## config.mk

```make
export PLATFORM = sky130hd
export DESIGN_NAME = bus_adapter_dma_control
export DESIGN_NICKNAME = d
export VERILOG_FILES = /design/src/hdl/bus_adapter_dma_control.v
export VERILOG_INCLUDE_DIRS = /design/src /design/src/inc
export SDC_FILE = /design/constraint.sdc
export NUM_CORES = 1
export LEC_CHECK = 0
export BUFFER_PORTS_ARGS = -buffer_cell sky130_fd_sc_hd__buf_4
export CORE_MARGIN = 3
export CORE_UTILIZATION = 35
export DETAILED_ROUTE_END_ITERATION = 10
export PLACE_DENSITY_LB_ADDON = 0.1
export SLEW_MARGIN = 20
export SYNTH_ARGS = -nofsm -noshare
export SYNTH_HDL_FRONTEND = slang
export SYNTH_SLANG_ARGS = --single-unit
```

## constraint.sdc

```tcl
create_clock -name core_clk -period 12.27 [get_ports core_clk]
set_clock_uncertainty 0.2 [all_clocks]
set_input_delay 2.454 -clock core_clk [delete_from_list [all_inputs] [get_ports core_clk]]
set_output_delay 2.454 -clock core_clk [all_outputs]
set_load 0.1 [all_outputs]
```

## src/inc/adapter_dma_defs.vh

```
// Purpose: register offsets, field positions and timing counts of the adapter DMA control
// Assumes: byte-wide I/O register port, 10 MHz core clock
// Notes:   offsets are byte offsets from the I/O window base
`ifndef ADAPTER_DMA_DEFS_VH
`define ADAPTER_DMA_DEFS_VH

// -----------------------------------------------------------------
// register offsets
// -----------------------------------------------------------------
`define OFF_REMOTE_CMD1       5'h08
`define OFF_REMOTE_MODE       5'h09
`define OFF_FAR_CARD_ID       5'h0c
`define OFF_DMA_MODIFIER      5'h0d
`define OFF_IACK_LOW          5'h0e
`define OFF_IACK_HIGH         5'h0f
`define OFF_LOCAL_CMD         5'h10
`define OFF_LOCAL_REMAINDER   5'h11
`define OFF_PACKETS_LOW       5'h12
`define OFF_PACKETS_HIGH      5'h13
`define OFF_HOST_ADDR_LOW     5'h14
`define OFF_HOST_ADDR_MID     5'h15
`define OFF_HOST_ADDR_HIGH    5'h16
`define OFF_REMOTE_REMAINDER  5'h18
`define OFF_VME_ADDR_B2       5'h1a
`define OFF_VME_ADDR_B3       5'h1b
`define OFF_VME_ADDR_B0       5'h1c
`define OFF_VME_ADDR_B1       5'h1d
`define OFF_TARGET_ERR        5'h1e

// -----------------------------------------------------------------
// field positions
// -----------------------------------------------------------------
`define MODE_PAUSE_BIT        7
`define MODE_BLOCK_BIT        5
`define MODE_NOIRQ_BIT        4
`define CMD_START_BIT         7
`define CMD_ROUTE_BIT         6
`define CMD_DIR_BIT           5
`define CMD_WIDTH_BIT         4
`define CMD_DONE_IE_BIT       2
`define CMD_DONE_BIT          1
`define CMD_ACTIVE_BIT        0
`define ERR_TIMEOUT_BIT       0
`define ERR_BUSERR_BIT        1
`define ERR_CLEAR_BIT         7

// -----------------------------------------------------------------
// reset values and constants
// -----------------------------------------------------------------
`define RESET_BYTE            8'h00
`define FAR_CARD_CODE         8'h5a // arbitrary value, not a real card code
`define BLOCK_TENURE_BYTES    9'h100
`define PAUSE_TENURE_BYTES    9'h040
`define CLK_HZ                10000000
`define DMA_LIMIT_MS          16
`define DMA_LIMIT_CYCLES      ((`CLK_HZ / 1000) * `DMA_LIMIT_MS)

`endif

```

## src/hdl/bus_adapter_dma_control.v

```verilog
// Purpose: register file and DMA sequencer of the PCI-to-VMEbus adapter pair
// Assumes: one host access per cycle, inputs synchronous to core_clk
// Notes:   one VMEbus beat is taken per beatDone pulse from the data path
`timescale 1ns/1ps
`include "adapter_dma_defs.vh"

// How it works
// - pause mode: re-arbitrate after 64 bytes
// - pause ignored unless block mode set
// - block mode: re-arbitrate after 256 bytes
// - interrupt passing disable blocks remote interrupts
// - identifier reads fixed code, writes ignored
// - modifier driven only during DMA transfers
// - IACK read launches acknowledge cycle with level
// - each IACK read while none pending gets own cycle, errors reported
// - start bit begins DMA, clears at end
// - 16 ms timeout aborts, sets error
// - route bit selects dual-port RAM or VMEbus
// - direction bit selects PCI-to-VME or back
// - width bit selects four or two bytes
// - done interrupt needs both enables
// - done flag holds, zero write or next start clears
// - active bit shows any DMA running
// - packet count decrements, reads remaining
// - host address steps by transfer width
module bus_adapter_dma_control #(
  parameter DMA_LIMIT = `DMA_LIMIT_CYCLES
) (
  // clock and reset
  input  wire        core_clk,
  input  wire        rst,
  // host register port
  input  wire [4:0]  regAddr,
  input  wire        regWrite,
  input  wire        regRead,
  input  wire        regWordRead,
  input  wire [7:0]  regWrData,
  output reg  [15:0] regRdData,
  // system side
  input  wire        normalIrqEnable,
  input  wire        remoteIrqIn,
  input  wire        remoteDmaBusy,
  output reg         remoteIrqOut,
  output reg         doneIrq,
  // VMEbus data path
  input  wire        beatDone,
  input  wire        vmeBusError,
  input  wire        ackDone,
  input  wire [15:0] ackVector,
  output reg         vmeRequest,
  output reg         vmeIack,
  output reg  [2:0]  vmeIackLevel,
  output reg  [7:0]  vmeModifier,
  output reg         dualPortRoute,
  output reg         toVme,
  output reg         longWidth,
  output reg  [31:0] vmeAddr,
  output reg  [23:0] hostAddr
);

  localparam ST_IDLE  = 2'd0;
  localparam ST_XFER  = 2'd1;
  localparam ST_PAUSE = 2'd2;

  reg [7:0]  cmdOne;
  reg [7:0]  remote_dma_mode_control;
  reg [7:0]  dma_vme_modifier;
  reg [7:0]  local_dma_remainder;
  reg [7:0]  remote_dma_remainder;
  reg [15:0] packetCount;
  reg [7:0]  errStatus;
  reg        startBit;
  reg        dualPortSel;
  reg        dirSel;
  reg        widthSel;
  reg        doneIe;
  reg        doneFlag;
  reg        localActive;
  reg [1:0]  state;
  reg [8:0]  tenureBytes;
  reg [8:0]  leftInPacket;
  reg [31:0] timer;
  reg        ackBusy;
  reg [15:0] next_rd;

  wire       blockMode = remote_dma_mode_control[`MODE_BLOCK_BIT];
  wire       pauseMode = remote_dma_mode_control[`MODE_PAUSE_BIT] & blockMode;
  wire [8:0] beatBytes = widthSel ? 9'd4 : 9'd2;
  wire [8:0] tenureCap = pauseMode ? `PAUSE_TENURE_BYTES : `BLOCK_TENURE_BYTES;
  wire       wrCmd     = regWrite && (regAddr == `OFF_LOCAL_CMD);
  wire       startReq  = wrCmd && regWrData[`CMD_START_BIT] && !localActive;
  wire       lastBeat  = (packetCount == 16'h0000) &&
                         (leftInPacket <= beatBytes);
  wire       timedOut  = (timer >= DMA_LIMIT - 1);

  // decode a register write to one byte offset
  function hit;
    input [4:0] addr;
    input [4:0] off;
    begin
      hit = regWrite && (addr == off);
    end
  endfunction

  // -----------------------------------------------------------------
  // read mux
  // -----------------------------------------------------------------
  always @* begin
    next_rd = 16'h0000;
    case (regAddr)
      `OFF_REMOTE_MODE:      next_rd[7:0] = remote_dma_mode_control;
      `OFF_FAR_CARD_ID:      next_rd[7:0] = `FAR_CARD_CODE;
      `OFF_DMA_MODIFIER:     next_rd[7:0] = dma_vme_modifier;
      `OFF_LOCAL_CMD:        next_rd[7:0] = {startBit, dualPortSel, dirSel, widthSel,
                                             1'b0, doneIe, doneFlag,
                                             localActive | remoteDmaBusy};
      `OFF_LOCAL_REMAINDER:  next_rd[7:0] = local_dma_remainder;
      `OFF_PACKETS_LOW:      next_rd = packetCount;
      `OFF_PACKETS_HIGH:     next_rd[7:0] = packetCount[15:8];
      `OFF_HOST_ADDR_LOW:    next_rd[7:0] = hostAddr[7:0];
      `OFF_HOST_ADDR_MID:    next_rd[7:0] = hostAddr[15:8];
      `OFF_HOST_ADDR_HIGH:   next_rd[7:0] = hostAddr[23:16];
      `OFF_REMOTE_REMAINDER: next_rd[7:0] = remote_dma_remainder;
      `OFF_VME_ADDR_B2:      next_rd[7:0] = vmeAddr[23:16];
      `OFF_VME_ADDR_B3:      next_rd[7:0] = vmeAddr[31:24];
      `OFF_VME_ADDR_B0:      next_rd[7:0] = vmeAddr[7:0];
      `OFF_VME_ADDR_B1:      next_rd[7:0] = vmeAddr[15:8];
      `OFF_TARGET_ERR:       next_rd[7:0] = errStatus;
      default:               next_rd = 16'h0000;
    endcase
  end

  // -----------------------------------------------------------------
  // registers and sequencer
  // -----------------------------------------------------------------
  always @(posedge core_clk or posedge rst) begin
    if (rst) begin
      cmdOne                  <= `RESET_BYTE;
      remote_dma_mode_control <= `RESET_BYTE;
      dma_vme_modifier        <= `RESET_BYTE;
      local_dma_remainder     <= `RESET_BYTE;
      remote_dma_remainder    <= `RESET_BYTE;
      packetCount             <= 16'h0000;
      errStatus               <= `RESET_BYTE;
      startBit                <= 1'b0;
      dualPortSel             <= 1'b0;
      dirSel                  <= 1'b0;
      widthSel                <= 1'b0;
      doneIe                  <= 1'b0;
      doneFlag                <= 1'b0;
      localActive             <= 1'b0;
      state                   <= ST_IDLE;
      tenureBytes             <= 9'h000;
      leftInPacket            <= 9'h000;
      timer                   <= 32'h0000_0000;
      ackBusy                 <= 1'b0;
      regRdData               <= 16'h0000;
      remoteIrqOut            <= 1'b0;
      doneIrq                 <= 1'b0;
      vmeRequest              <= 1'b0;
      vmeIack                 <= 1'b0;
      vmeIackLevel            <= 3'h0;
      vmeModifier             <= 8'h00;
      dualPortRoute           <= 1'b0;
      toVme                   <= 1'b0;
      longWidth               <= 1'b0;
      vmeAddr                 <= 32'h0000_0000;
      hostAddr                <= 24'h00_0000;
    end else begin
      regRdData <= next_rd;
      // plain register writes; the identifier has no write path
      if (hit(regAddr, `OFF_REMOTE_CMD1))      cmdOne <= regWrData;
      if (hit(regAddr, `OFF_REMOTE_MODE))      remote_dma_mode_control <= regWrData;
      if (hit(regAddr, `OFF_DMA_MODIFIER))     dma_vme_modifier <= regWrData;
      if (hit(regAddr, `OFF_LOCAL_REMAINDER))  local_dma_remainder <= regWrData;
      if (hit(regAddr, `OFF_REMOTE_REMAINDER)) remote_dma_remainder <= regWrData;
      if (hit(regAddr, `OFF_PACKETS_LOW))      packetCount[7:0] <= regWrData;
      if (hit(regAddr, `OFF_PACKETS_HIGH))     packetCount[15:8] <= regWrData;
      if (hit(regAddr, `OFF_HOST_ADDR_LOW))    hostAddr[7:0] <= regWrData;
      if (hit(regAddr, `OFF_HOST_ADDR_MID))    hostAddr[15:8] <= regWrData;
      if (hit(regAddr, `OFF_HOST_ADDR_HIGH))   hostAddr[23:16] <= regWrData;
      if (hit(regAddr, `OFF_VME_ADDR_B2))      vmeAddr[23:16] <= regWrData;
      if (hit(regAddr, `OFF_VME_ADDR_B3))      vmeAddr[31:24] <= regWrData;
      if (hit(regAddr, `OFF_VME_ADDR_B0))      vmeAddr[7:0] <= regWrData;
      if (hit(regAddr, `OFF_VME_ADDR_B1))      vmeAddr[15:8] <= regWrData;
      if (hit(regAddr, `OFF_TARGET_ERR) && regWrData[`ERR_CLEAR_BIT])
        errStatus <= `RESET_BYTE;

      // command writes, mode bits frozen while running
      if (wrCmd && !localActive) begin
        dualPortSel <= regWrData[`CMD_ROUTE_BIT];
        dirSel      <= regWrData[`CMD_DIR_BIT];
        widthSel    <= regWrData[`CMD_WIDTH_BIT];
        doneIe      <= regWrData[`CMD_DONE_IE_BIT];
      end
      if (wrCmd && !regWrData[`CMD_DONE_BIT]) begin
        doneFlag <= 1'b0;
        doneIrq  <= 1'b0;
      end

      // interrupt forwarding gate
      remoteIrqOut <= remoteIrqIn & ~remote_dma_mode_control[`MODE_NOIRQ_BIT];

      // acknowledge cycle per read of the low register while none is pending
      if (!ackBusy && regRead && (regAddr == `OFF_IACK_LOW)) begin
        ackBusy      <= 1'b1;
        vmeIack      <= 1'b1;
        vmeIackLevel <= cmdOne[2:0];
      end else if (ackBusy && (ackDone || vmeBusError)) begin
        ackBusy <= 1'b0;
        vmeIack <= 1'b0;
        if (vmeBusError)
          errStatus[`ERR_BUSERR_BIT] <= 1'b1;
      end

      // DMA sequencer
      case (state)
        ST_IDLE: begin
          vmeRequest  <= 1'b0;
          vmeModifier <= 8'h00;
          if (startReq) begin
            startBit      <= 1'b1;
            localActive   <= 1'b1;
            doneFlag      <= 1'b0;
            doneIrq       <= 1'b0;
            timer         <= 32'h0000_0000;
            tenureBytes   <= 9'h000;
            // a zero remainder starts straight on a full packet
            if (local_dma_remainder == 8'h00) begin
              leftInPacket <= 9'h100;
              packetCount  <= packetCount - 16'h0001;
            end else begin
              leftInPacket <= {1'b0, local_dma_remainder};
            end
            dualPortRoute <= regWrData[`CMD_ROUTE_BIT];
            toVme         <= regWrData[`CMD_DIR_BIT];
            longWidth     <= regWrData[`CMD_WIDTH_BIT];
            vmeModifier   <= dma_vme_modifier;
            vmeRequest    <= 1'b1;
            state         <= ST_XFER;
          end
        end
        ST_XFER: begin
          timer <= timer + 32'd1;
          if (timedOut) begin
            errStatus[`ERR_TIMEOUT_BIT] <= 1'b1;
            startBit    <= 1'b0;
            localActive <= 1'b0;
            vmeRequest  <= 1'b0;
            vmeModifier <= 8'h00;
            state       <= ST_IDLE;
          end else if (beatDone) begin
            hostAddr <= hostAddr + {15'h0000, beatBytes};
            vmeAddr  <= vmeAddr + {23'h00_0000, beatBytes};
            // chunk used up: reload a full 256-byte packet if any remain
            if (leftInPacket <= beatBytes) begin
              if (packetCount != 16'h0000) begin
                packetCount  <= packetCount - 16'h0001;
                leftInPacket <= 9'h100;
              end
            end else begin
              leftInPacket <= leftInPacket - beatBytes;
            end
            if (lastBeat) begin
              startBit    <= 1'b0;
              localActive <= 1'b0;
              doneFlag    <= 1'b1;
              doneIrq     <= doneIe & normalIrqEnable;
              vmeRequest  <= 1'b0;
              vmeModifier <= 8'h00;
              state       <= ST_IDLE;
            end else if (blockMode && (tenureBytes + beatBytes >= tenureCap)) begin
              tenureBytes <= 9'h000;
              vmeRequest  <= 1'b0;
              state       <= ST_PAUSE;
            end else begin
              tenureBytes <= blockMode ? tenureBytes + beatBytes : 9'h000;
            end
          end
        end
        ST_PAUSE: begin
          // one idle cycle with the request dropped lets others win arbitration
          timer      <= timer + 32'd1;
          vmeRequest <= 1'b1;
          state      <= ST_XFER;
        end
        default: state <= ST_IDLE;
      endcase
    end
  end

endmodule // bus_adapter_dma_control

```

Yosys cells after proc, flatten, opt, wreduce, memory -nomap -nowiden
Cells that the tools add are included.
{ "classes": {"muxes": 84, "n_reduce_logical": 47, "n_lt_le_gt_ge": 3, "shifts": 0, "eq_ne": 28, "n_bitwise": 5, "multipliers": 0, "div_mod_pow": 0, "n_addsub": 6} }
{ "op_table": {"columns": ["op", "n"], "rows": [
  ["two-way mux 32 bit", 4],
  ["one-hot mux 8 bit (16 select lines)", 1],
  ["two-way mux 9 bit", 13],
  ["two-way mux 8 bit", 14],
  ["two-way mux 16 bit", 6],
  ["two-way mux 24 bit", 3],
  ["== test 5 bit (second input constant)", 13],
  ["one-hot mux 32 bit (2 select lines)", 1],
  ["one-hot mux 9 bit (2 select lines)", 2],
  ["adder 32 x 1 -> 32 bit (second input constant)", 1],
  ["adder 32 x 3 -> 32 bit", 1],
  ["greater-or-equal comparator 32 x 18 -> 1 bit (second input constant)", 1],
  ["one-hot mux 16 bit (2 select lines)", 1],
  ["logical AND 1 bit", 26],
  ["two-way mux 1 bit", 26],
  ["== test 5 x 4 -> 1 bit (second input constant)", 5],
  ["adder 24 x 3 -> 24 bit", 1],
  ["zero test 16 bit", 1],
  ["one-hot mux 8 bit (2 select lines)", 1],
  ["nonzero test 16 bit", 1],
  ["subtractor 16 x 1 -> 16 bit (second input constant)", 1],
  ["two-way mux 2 bit", 6],
  ["AND reduction 5 bit", 2],
  ["adder 9 x 3 -> 9 bit", 1],
  ["other kinds (25)", 41]
]} }
{ "word_totals": {"out_inout_bits": 90, "ram_bits": 0, "rom_bits": 0, "inputBits": 40, "mem_count": 0, "reg_bits": 201, "wordCells": 202, "latch_bits": 0} }

Depth between registers and ports, before layout
Gate-level depths: netlist of run 1.
{ "logic_depth": {"word_depth": 9, "depth_mapped": 14, "ltp_nobuf": 14} }

Worst setup path before layout of run 1
OpenSTA, ideal clock, no wires.
{ "synth_timing": {"kind": "input port to flip-flop", "from": "input port regAddr[1]", "to": "register timer[31]", "setup_ps": 132, "required_ps": 11938, "arrival_ps": 4136, "n_path_buf": 2, "stages": 9, "slack_ps": 7802, "cell_sequence": "clkbuf_1 > nor2_2 > a31oi_1 > nor3_1 > and2_1 > clkbuf_1 > and3_1 > xnor2_1 > nor2_1"} }
{ "synth_between": {"elab_chain_cells": 6} }
{ "synth_rtl": {"columns": ["item", "line", "text"], "rows": [
  ["from (decl)", "bus_adapter_dma_control.v:33", "input wire [4:0] regAddr,"],
  ["== test 5 bit", null, null],
  ["logical AND 1 bit", "bus_adapter_dma_control.v:90", "wire wrCmd = regWrite && (regAddr == `OFF_LOCAL_CMD);"],
  ["logical AND 1 bit (2 in series)", "bus_adapter_dma_control.v:91", "wire startReq = wrCmd && regWrData[`CMD_START_BIT] && !localActive;"],
  ["!= test 2 bit (no line)", null, null],
  ["AND reduction 2 bit (no line)", null, null],
  ["to (signal assigned)", "bus_adapter_dma_control.v:244", "timer <= timer + 32'd1;"],
  ["to (signal assigned)", "bus_adapter_dma_control.v:283", "timer <= timer + 32'd1;"],
  ["to (decl)", "bus_adapter_dma_control.v:82", "reg [31:0] timer;"]
]} }
No other way between the ends.
A chain may end at the register's enable or synchronous reset.

Worst setup path in the final report of run 1
{ "layout_timing": {"from": "input port regWrite", "to": "register timer[31]"} }
{ "layout_between": {"elab_chain_cells": 5} }
{ "layout_rtl": {"columns": ["item", "line", "text"], "rows": [
  ["from (decl)", "bus_adapter_dma_control.v:34", "input wire regWrite,"],
  ["logical AND 1 bit", "bus_adapter_dma_control.v:90", null],
  ["logical AND 1 bit (2 in series)", "bus_adapter_dma_control.v:91", null],
  ["!= test 2 bit (no line)", null, null],
  ["AND reduction 2 bit (no line)", null, null]
]} }
No other way between the ends.

==> run metrics, run 1 <==
Syn Nets 1,250; HP Class reg -> reg; Yosys top cell area share 0.447; Yosys cell types between 70 and 80; Synth async-reset ratio 1.00; fin. max-slew vios 0; initial core utilization 0.361; crit path launch regWrite; cells after synthesis 1,189; clock sinks 200; Final min period 4.57 ns; crit share post-route 0.372; Rows between 60 and 70; IO Port Bufs 112; Total GRT Usage 0.232; worst slew pin tran 1.06 ns; Area after DPL 12,400 um2; Final Setup Violations 0; Static Leak 5.65 nW; Reg clk slew, reported paths about 0.080 ns; #FFs+latches synth 200; CTS root buffer clkbuf_16; Sw Pwr about 1.6 mW; postcts setup bufs 0; Die H between 150 and 200 um; Fillers 3,099; Yosys warning count 0; Remaining Overflow, GRT 0; Critical Path Source Type input port; synthesized area 11,200 um2; HPWL Detailed 27,400 um; sequential fraction of design power 0.352; total negative setup slack 0 ns; ranking of synthesized cells by area dfrtp_1 45%, mux2_2 4.7%, nor2_1 4.3%, nand2_1 3.6%, a21oi_1 2.8%; post-synthesis sequential area ratio 0.447; RSZ-0062 raised after global routing false; proportion of layout cells with a drive suffix above 1 0.180; FF-to-FF Start widthSel; sw frac 0.516; Avg Cell Area, Syn 9.42 um2; P&R area growth vs syn 15.7%; CTS resizes 0; DIE AREA between 30,000 and 40,000 um2; Post-synth EDFFs 0; largest net degree at the start of global routing 72; final WL 39,300 um; 1st-pass router iterations 5; max frequency 219 MHz; Pint 1.46 mW; PwrDens 233 nW/um2; first-pass GRT wire length 60,500 um; hold_buf cts 0; CP required ~12 ns; CTS Buf Count 17; Worst Setup End Kind flop; status complete, no violations; Post-DRT Antenna Nets 0; worst hold start leftInPacket[1]; post-route cell area 13,000 um2; crit path DAT 4.70 ns; crit path kind in -> reg; Core Region 31,100 um2; initial antenna violation count 0; vias in the first global route 9,629; Peak VDD IR roughly 0.00021 V; Top FF cell, synth dfrtp_1; clock tree buffer depth 2; 1st-iter DRT viols 888; Final Hold Fails 0; Skew-Pair Late Insertion Delay 0.45 ns; combinational share of power 0.454; Via density 5.92; max-cap violations 0; Die X 185 um; drt wl/cell 23.3 um; clock power share 0.193; most frequent cell after synthesis dfrtp_1; I/O Pins 130; normalized max-slew margin 0.286; H-tree levels 4; RePlAce Congestion 0.917; DR vias around 10,000; n_diodes 0; CTS tree built; CP Max Fanout 30; DRC violations left 0; Synth top cells by count 200 x dfrtp_1, 127 x nor2_1, 108 x nand2_1; area leader, netlist dfrtp_1; nets@finish between 1,000 and 1,500
## routing by layer
metal	part of all wire	GRT usage
met1	0.46	0.329
met2	0.47	0.373
met3	0.052	0.0350
met4	0.019	0.0624
met5	0	0
## path summary, 6_finish.rpt
| check | endpoint | slack, ns | cells past startpoint |
|---|---|---|---|
| min in group asynchronous | remoteIrqOut | 1.81 | 2 |
| setup reg to reg | tenureBytes[4] | 7.92 | 12 |
| hold reg to reg | leftInPacket[1] | 0.29 | 2 |
| hold / removal | leftInPacket[1] | 0.29 | 2 |
| max in group asynchronous | local_dma_remainder[7] | 7.86 | 4 |
| setup / recovery | timer[31] | 7.70 | 8 |
## power by group through the flow
stage | clock network, mW | registers [mW] | logic (mW)
global route | 0.622 | 1.08 | 1.47
floorplan | 0 | 1.47 | 0.575
finish | 0.584 | 1.06 | 1.37
detailed placement | 0 | 1.07 | 1.37
global placement | 0 | 1.07 | 1.36
CTS | 0.595 | 1.06 | 1.38
## cells in the final DEF, fill, tap and decap left out, drive strengths merged, types with 7 or more instances in the layout
| cell | count |
|---|---|
| dfrtp | 200 |
| nand3 | 49 |
| clkbuf | 18 |
| nor2 | 128 |
| or3 | 7 |
| nor3 | 42 |
| inv | 35 |
| nand4 | 35 |
| a211oi | 31 |
| mux2i | 12 |
| nor4 | 13 |
| o21ai | 59 |
| ha | 17 |
| mux2 | 47 |
| and2 | 25 |
| a31oi | 11 |
| o22ai | 13 |
| and4 | 9 |
| a21o | 7 |
| xor2 | 25 |
| nand2 | 109 |
| a222oi | 11 |
| nand2b | 8 |
| a22oi | 29 |
| a21oi | 62 |
| xnor2 | 15 |
| buf | 124 |
| a22o | 16 |
| and3 | 39 |
## critical path, cell delays in order
cell and delay [ns]:
buf_4 0.33, and4b_1 0.29, a31oi_1 0.27, nor3_1 0.57
and2_1 0.40, and3_1 0.23, xnor2_1 0.11, nor2_1 0.05
## per-stage QoR
stage / hold WS [ns] / instances / power, mW / util / setup WS [ns]
floorplan: 0.219 / 1189 / 2.04 / - / 4.16
finish: 0.286 / 1682 / 3.02 / 0.417 / 7.70
global route: 0.322 / 1682 / 3.18 / 0.417 / 7.45
global placement: 0.265 / 1650 / 2.43 / 0.399 / 7.22
detailed placement: 0.271 / 1650 / 2.44 / 0.399 / 7.22
CTS: 0.288 / 1682 / 3.03 / 0.417 / 7.69
## area by class of cell
class	instances	area (um2)	area share
Multi-Input combinational cell	903	5840	0.451
Sequential cell	200	5000	0.386
Timing Repair Buffer	124	931	0.0718
Tap cell	396	495	0.0382
Clock buffer	18	439	0.0339
Clock inverter	14	136	0.0105
Inverter	27	109	0.00840
## sequential cells by signal (all words and copies together) (netlist names), 9 cells and up
name	cells
vmeAddr	32
regRdData	16
timer	32
packetCount	16
leftInPacket	9
hostAddr	24
## cell families (layout without fill, tap and decap cells)
group / count (synthesis) / in the layout / share of synthesized area
AO/OA/AOI/OAI: 295 / 295 / 0.184
XOR/XNOR: 40 / 40 / 0.0313
adder cells (fa/ha/maj): 21 / 21 / 0.0261
buffers and inverters: 86 / 183 / 0.0317
flip-flops: 200 / 200 / 0.447
multiplexers: 59 / 59 / 0.0580
AND/OR/NAND/NOR: 488 / 488 / 0.222
No activity file was read; power rests on OpenSTA's default activity.
==> run 2: changes to the inputs <==
clock period = 4.1 ns   (was 12.27 ns; I/O delays follow)
==> run metrics, run 2 (synthesis results as in run 1) <==
cell repeated most along the worst path ha_1; CTS resizes 0; P&R area growth vs syn 17.4%; hold_buf cts 0; peak per-stage delay on the critical path roughly 0.6 ns; Critical Path Source Type flop; critical path's top delay family compound AO/OA/AOI/OAI gates; Reg clk slew, reported paths 0.08 ns; Sw Pwr 4.65 mW; Post-DRT Antenna Nets 0; final WL between 30,000 and 40,000 um; DRC violations left 0; 1st-pass router iterations 6; normalized max-slew margin 0.319; RSZ-0062 raised after global routing false; Final min period 3.81 ns; RePlAce Congestion 0.934; HP Class in -> async; CP Max Fanout 8; H-tree levels 4; CTS Buf Count 17; Static Leak 5.76 nW; Worst Setup End Kind flop; n_diodes 0; clock power share 0.198; Via density 5.91; Worst Path Buf+Inv 1; largest net degree at the start of global routing 75; clock tree buffer depth 2; commonest non-fill, non-tap cell in the layout dfrtp_1; Remaining Overflow, GRT 0; drt wl/cell ~23 um; max-cap violations 0; Core Region 31,100 um2; sw frac 0.505; sequential fraction of design power 0.346; IO Port Bufs 112; initial core utilization 0.361; postcts setup bufs 0; Final Hold Fails 0; fin. max-slew vios 0; total negative setup slack 0 ns; Final Setup Violations 0; Skew-Pair Late Insertion Delay roughly 0.46 ns; first-pass GRT wire length between 60,000 and 70,000 um; DR vias just over 10,000; initial antenna violation count 0; highest-count cells in the layout ignoring fill and taps 200 x dfrtp_1, 144 x buf_4, 127 x nor2_1; Total GRT Usage 0.236; Die X 185 um; Die H 185 um; DIE AREA 34,200 um2; CP required approximately 4.2 ns; status complete, no violations; clock sinks 200; crit path kind reg -> reg; HPWL Detailed 28,100 um; worst slew pin tran 1.01 ns; I/O Pins 130; CTS tree built; max frequency 262 MHz; Rows 64; CTS root buffer clkbuf_16; nets@finish 1,354; Pint 4.56 mW; Fillers 3,087; proportion of layout cells with a drive suffix above 1 0.191; 1st-iter DRT viols 915; Crit-path slowest cell dfrtp_1; crit share post-route 0.930; vias in the first global route 10,013; crit path DAT between 3 and 4 ns; PwrDens 701 nW/um2; hold_ws 0.0390 ns; Peak VDD IR 0.000668 V; top flop regs timer x32, vmeAddr x32, hostAddr x24; critical path, cell by cell inv_1 > ha_1 > a21oi_1 > nor2_1 > nand3_1 > xor2_1 > ha_1 > and3_1 > and2_1 > a221o_1 > a2111o_1 > o41ai_1; combinational share of power 0.455
[run 2: cell types whose count changed in the layout (fill, tap and decap cells not counted), sizes merged]
cell / before / now
clkinvlp: 1 / 2
clkbuf: 18 / 20
buf: 124 / 144
inv: 35 / 29
bufinv: 1 / 3
clkinv: 4 / 5
[run 2: area by class of cell]
class / count / area [um2] / share of cell area
sequential: 200 / 5000 / 0.381
clock inverter: 12 / 164 / 0.0125
inverter: 27 / 105 / 0.00799
tap: 396 / 495 / 0.0377
clock buffer: 20 / 457 / 0.0347
timing repair buffer: 144 / 1080 / 0.0822
multi-input combinational: 903 / 5840 / 0.444
[run 2: worst reg2reg max path, stage by stage (launching register included)]
cell,delay (ns)
dfrtp_1,0.59
inv_1,0.12
ha_1,0.24
a21oi_1,0.31
nor2_1,0.10
nand3_1,0.14
xor2_1,0.20
ha_1,0.26
and3_1,0.18
and2_1,0.15
a221o_1,0.41
a2111o_1,0.52
o41ai_1,0.28
[run 2: power by group through the flow]
stage	clock, mW	combinational (mW)	sequential, mW
6_report	1.83	4.19	3.19
5_1_grt	1.94	4.49	3.25
4_1_cts	1.87	4.20	3.17
3_5_place_dp	0	4.19	3.20
3_3_place_gp	0	4.16	3.20
2_1_floorplan	0	1.72	4.39
[run 2: path summary, 6_finish.rpt]
kind | to | cells after the start | from | slack, ns
setup reg to reg | tenureBytes[4] | 12 | widthSel | 0.29
min in group core_clk | tenureBytes[8] | 2 | tenureBytes[8] | 0.30
hold / removal | vmeModifier[5] | 2 | rst | 0.04
max in group asynchronous | hostAddr[20] | 3 | rst | 2.48
hold reg to reg | tenureBytes[8] | 2 | tenureBytes[8] | 0.30
setup / recovery | tenureBytes[4] | 12 | widthSel | 0.29
[run 2: metrics by stage]
step                       util  instances  setup slack (ns)  instance area (um2)  total power, mW
after floorplan               -       1189             0.492                11200             6.11
after global placement    0.403       1670             0.416                12500             7.36
after detailed placement  0.403       1670             0.330                12500             7.39
after CTS                 0.423       1702             0.302                13100             9.24
after global routing      0.423       1702            0.0703                13100             9.68
final                     0.423       1702             0.288                13100             9.21
[run 2: routing by layer]
| layer | global-route usage | wire, um | part of all wire | up-vias |
|---|---|---|---|---|
| met5 | 0 | 0 | 0 | - |
| met4 | 0.0936 | 1450 | 0.036 | 0 |
| met3 | 0.0485 | 2660 | 0.067 | 70 |
| met2 | 0.372 | 18400 | 0.46 | 380 |
| met1 | 0.320 | 17300 | 0.43 | 4979 |
| li1 | - | - | - | 4623 |
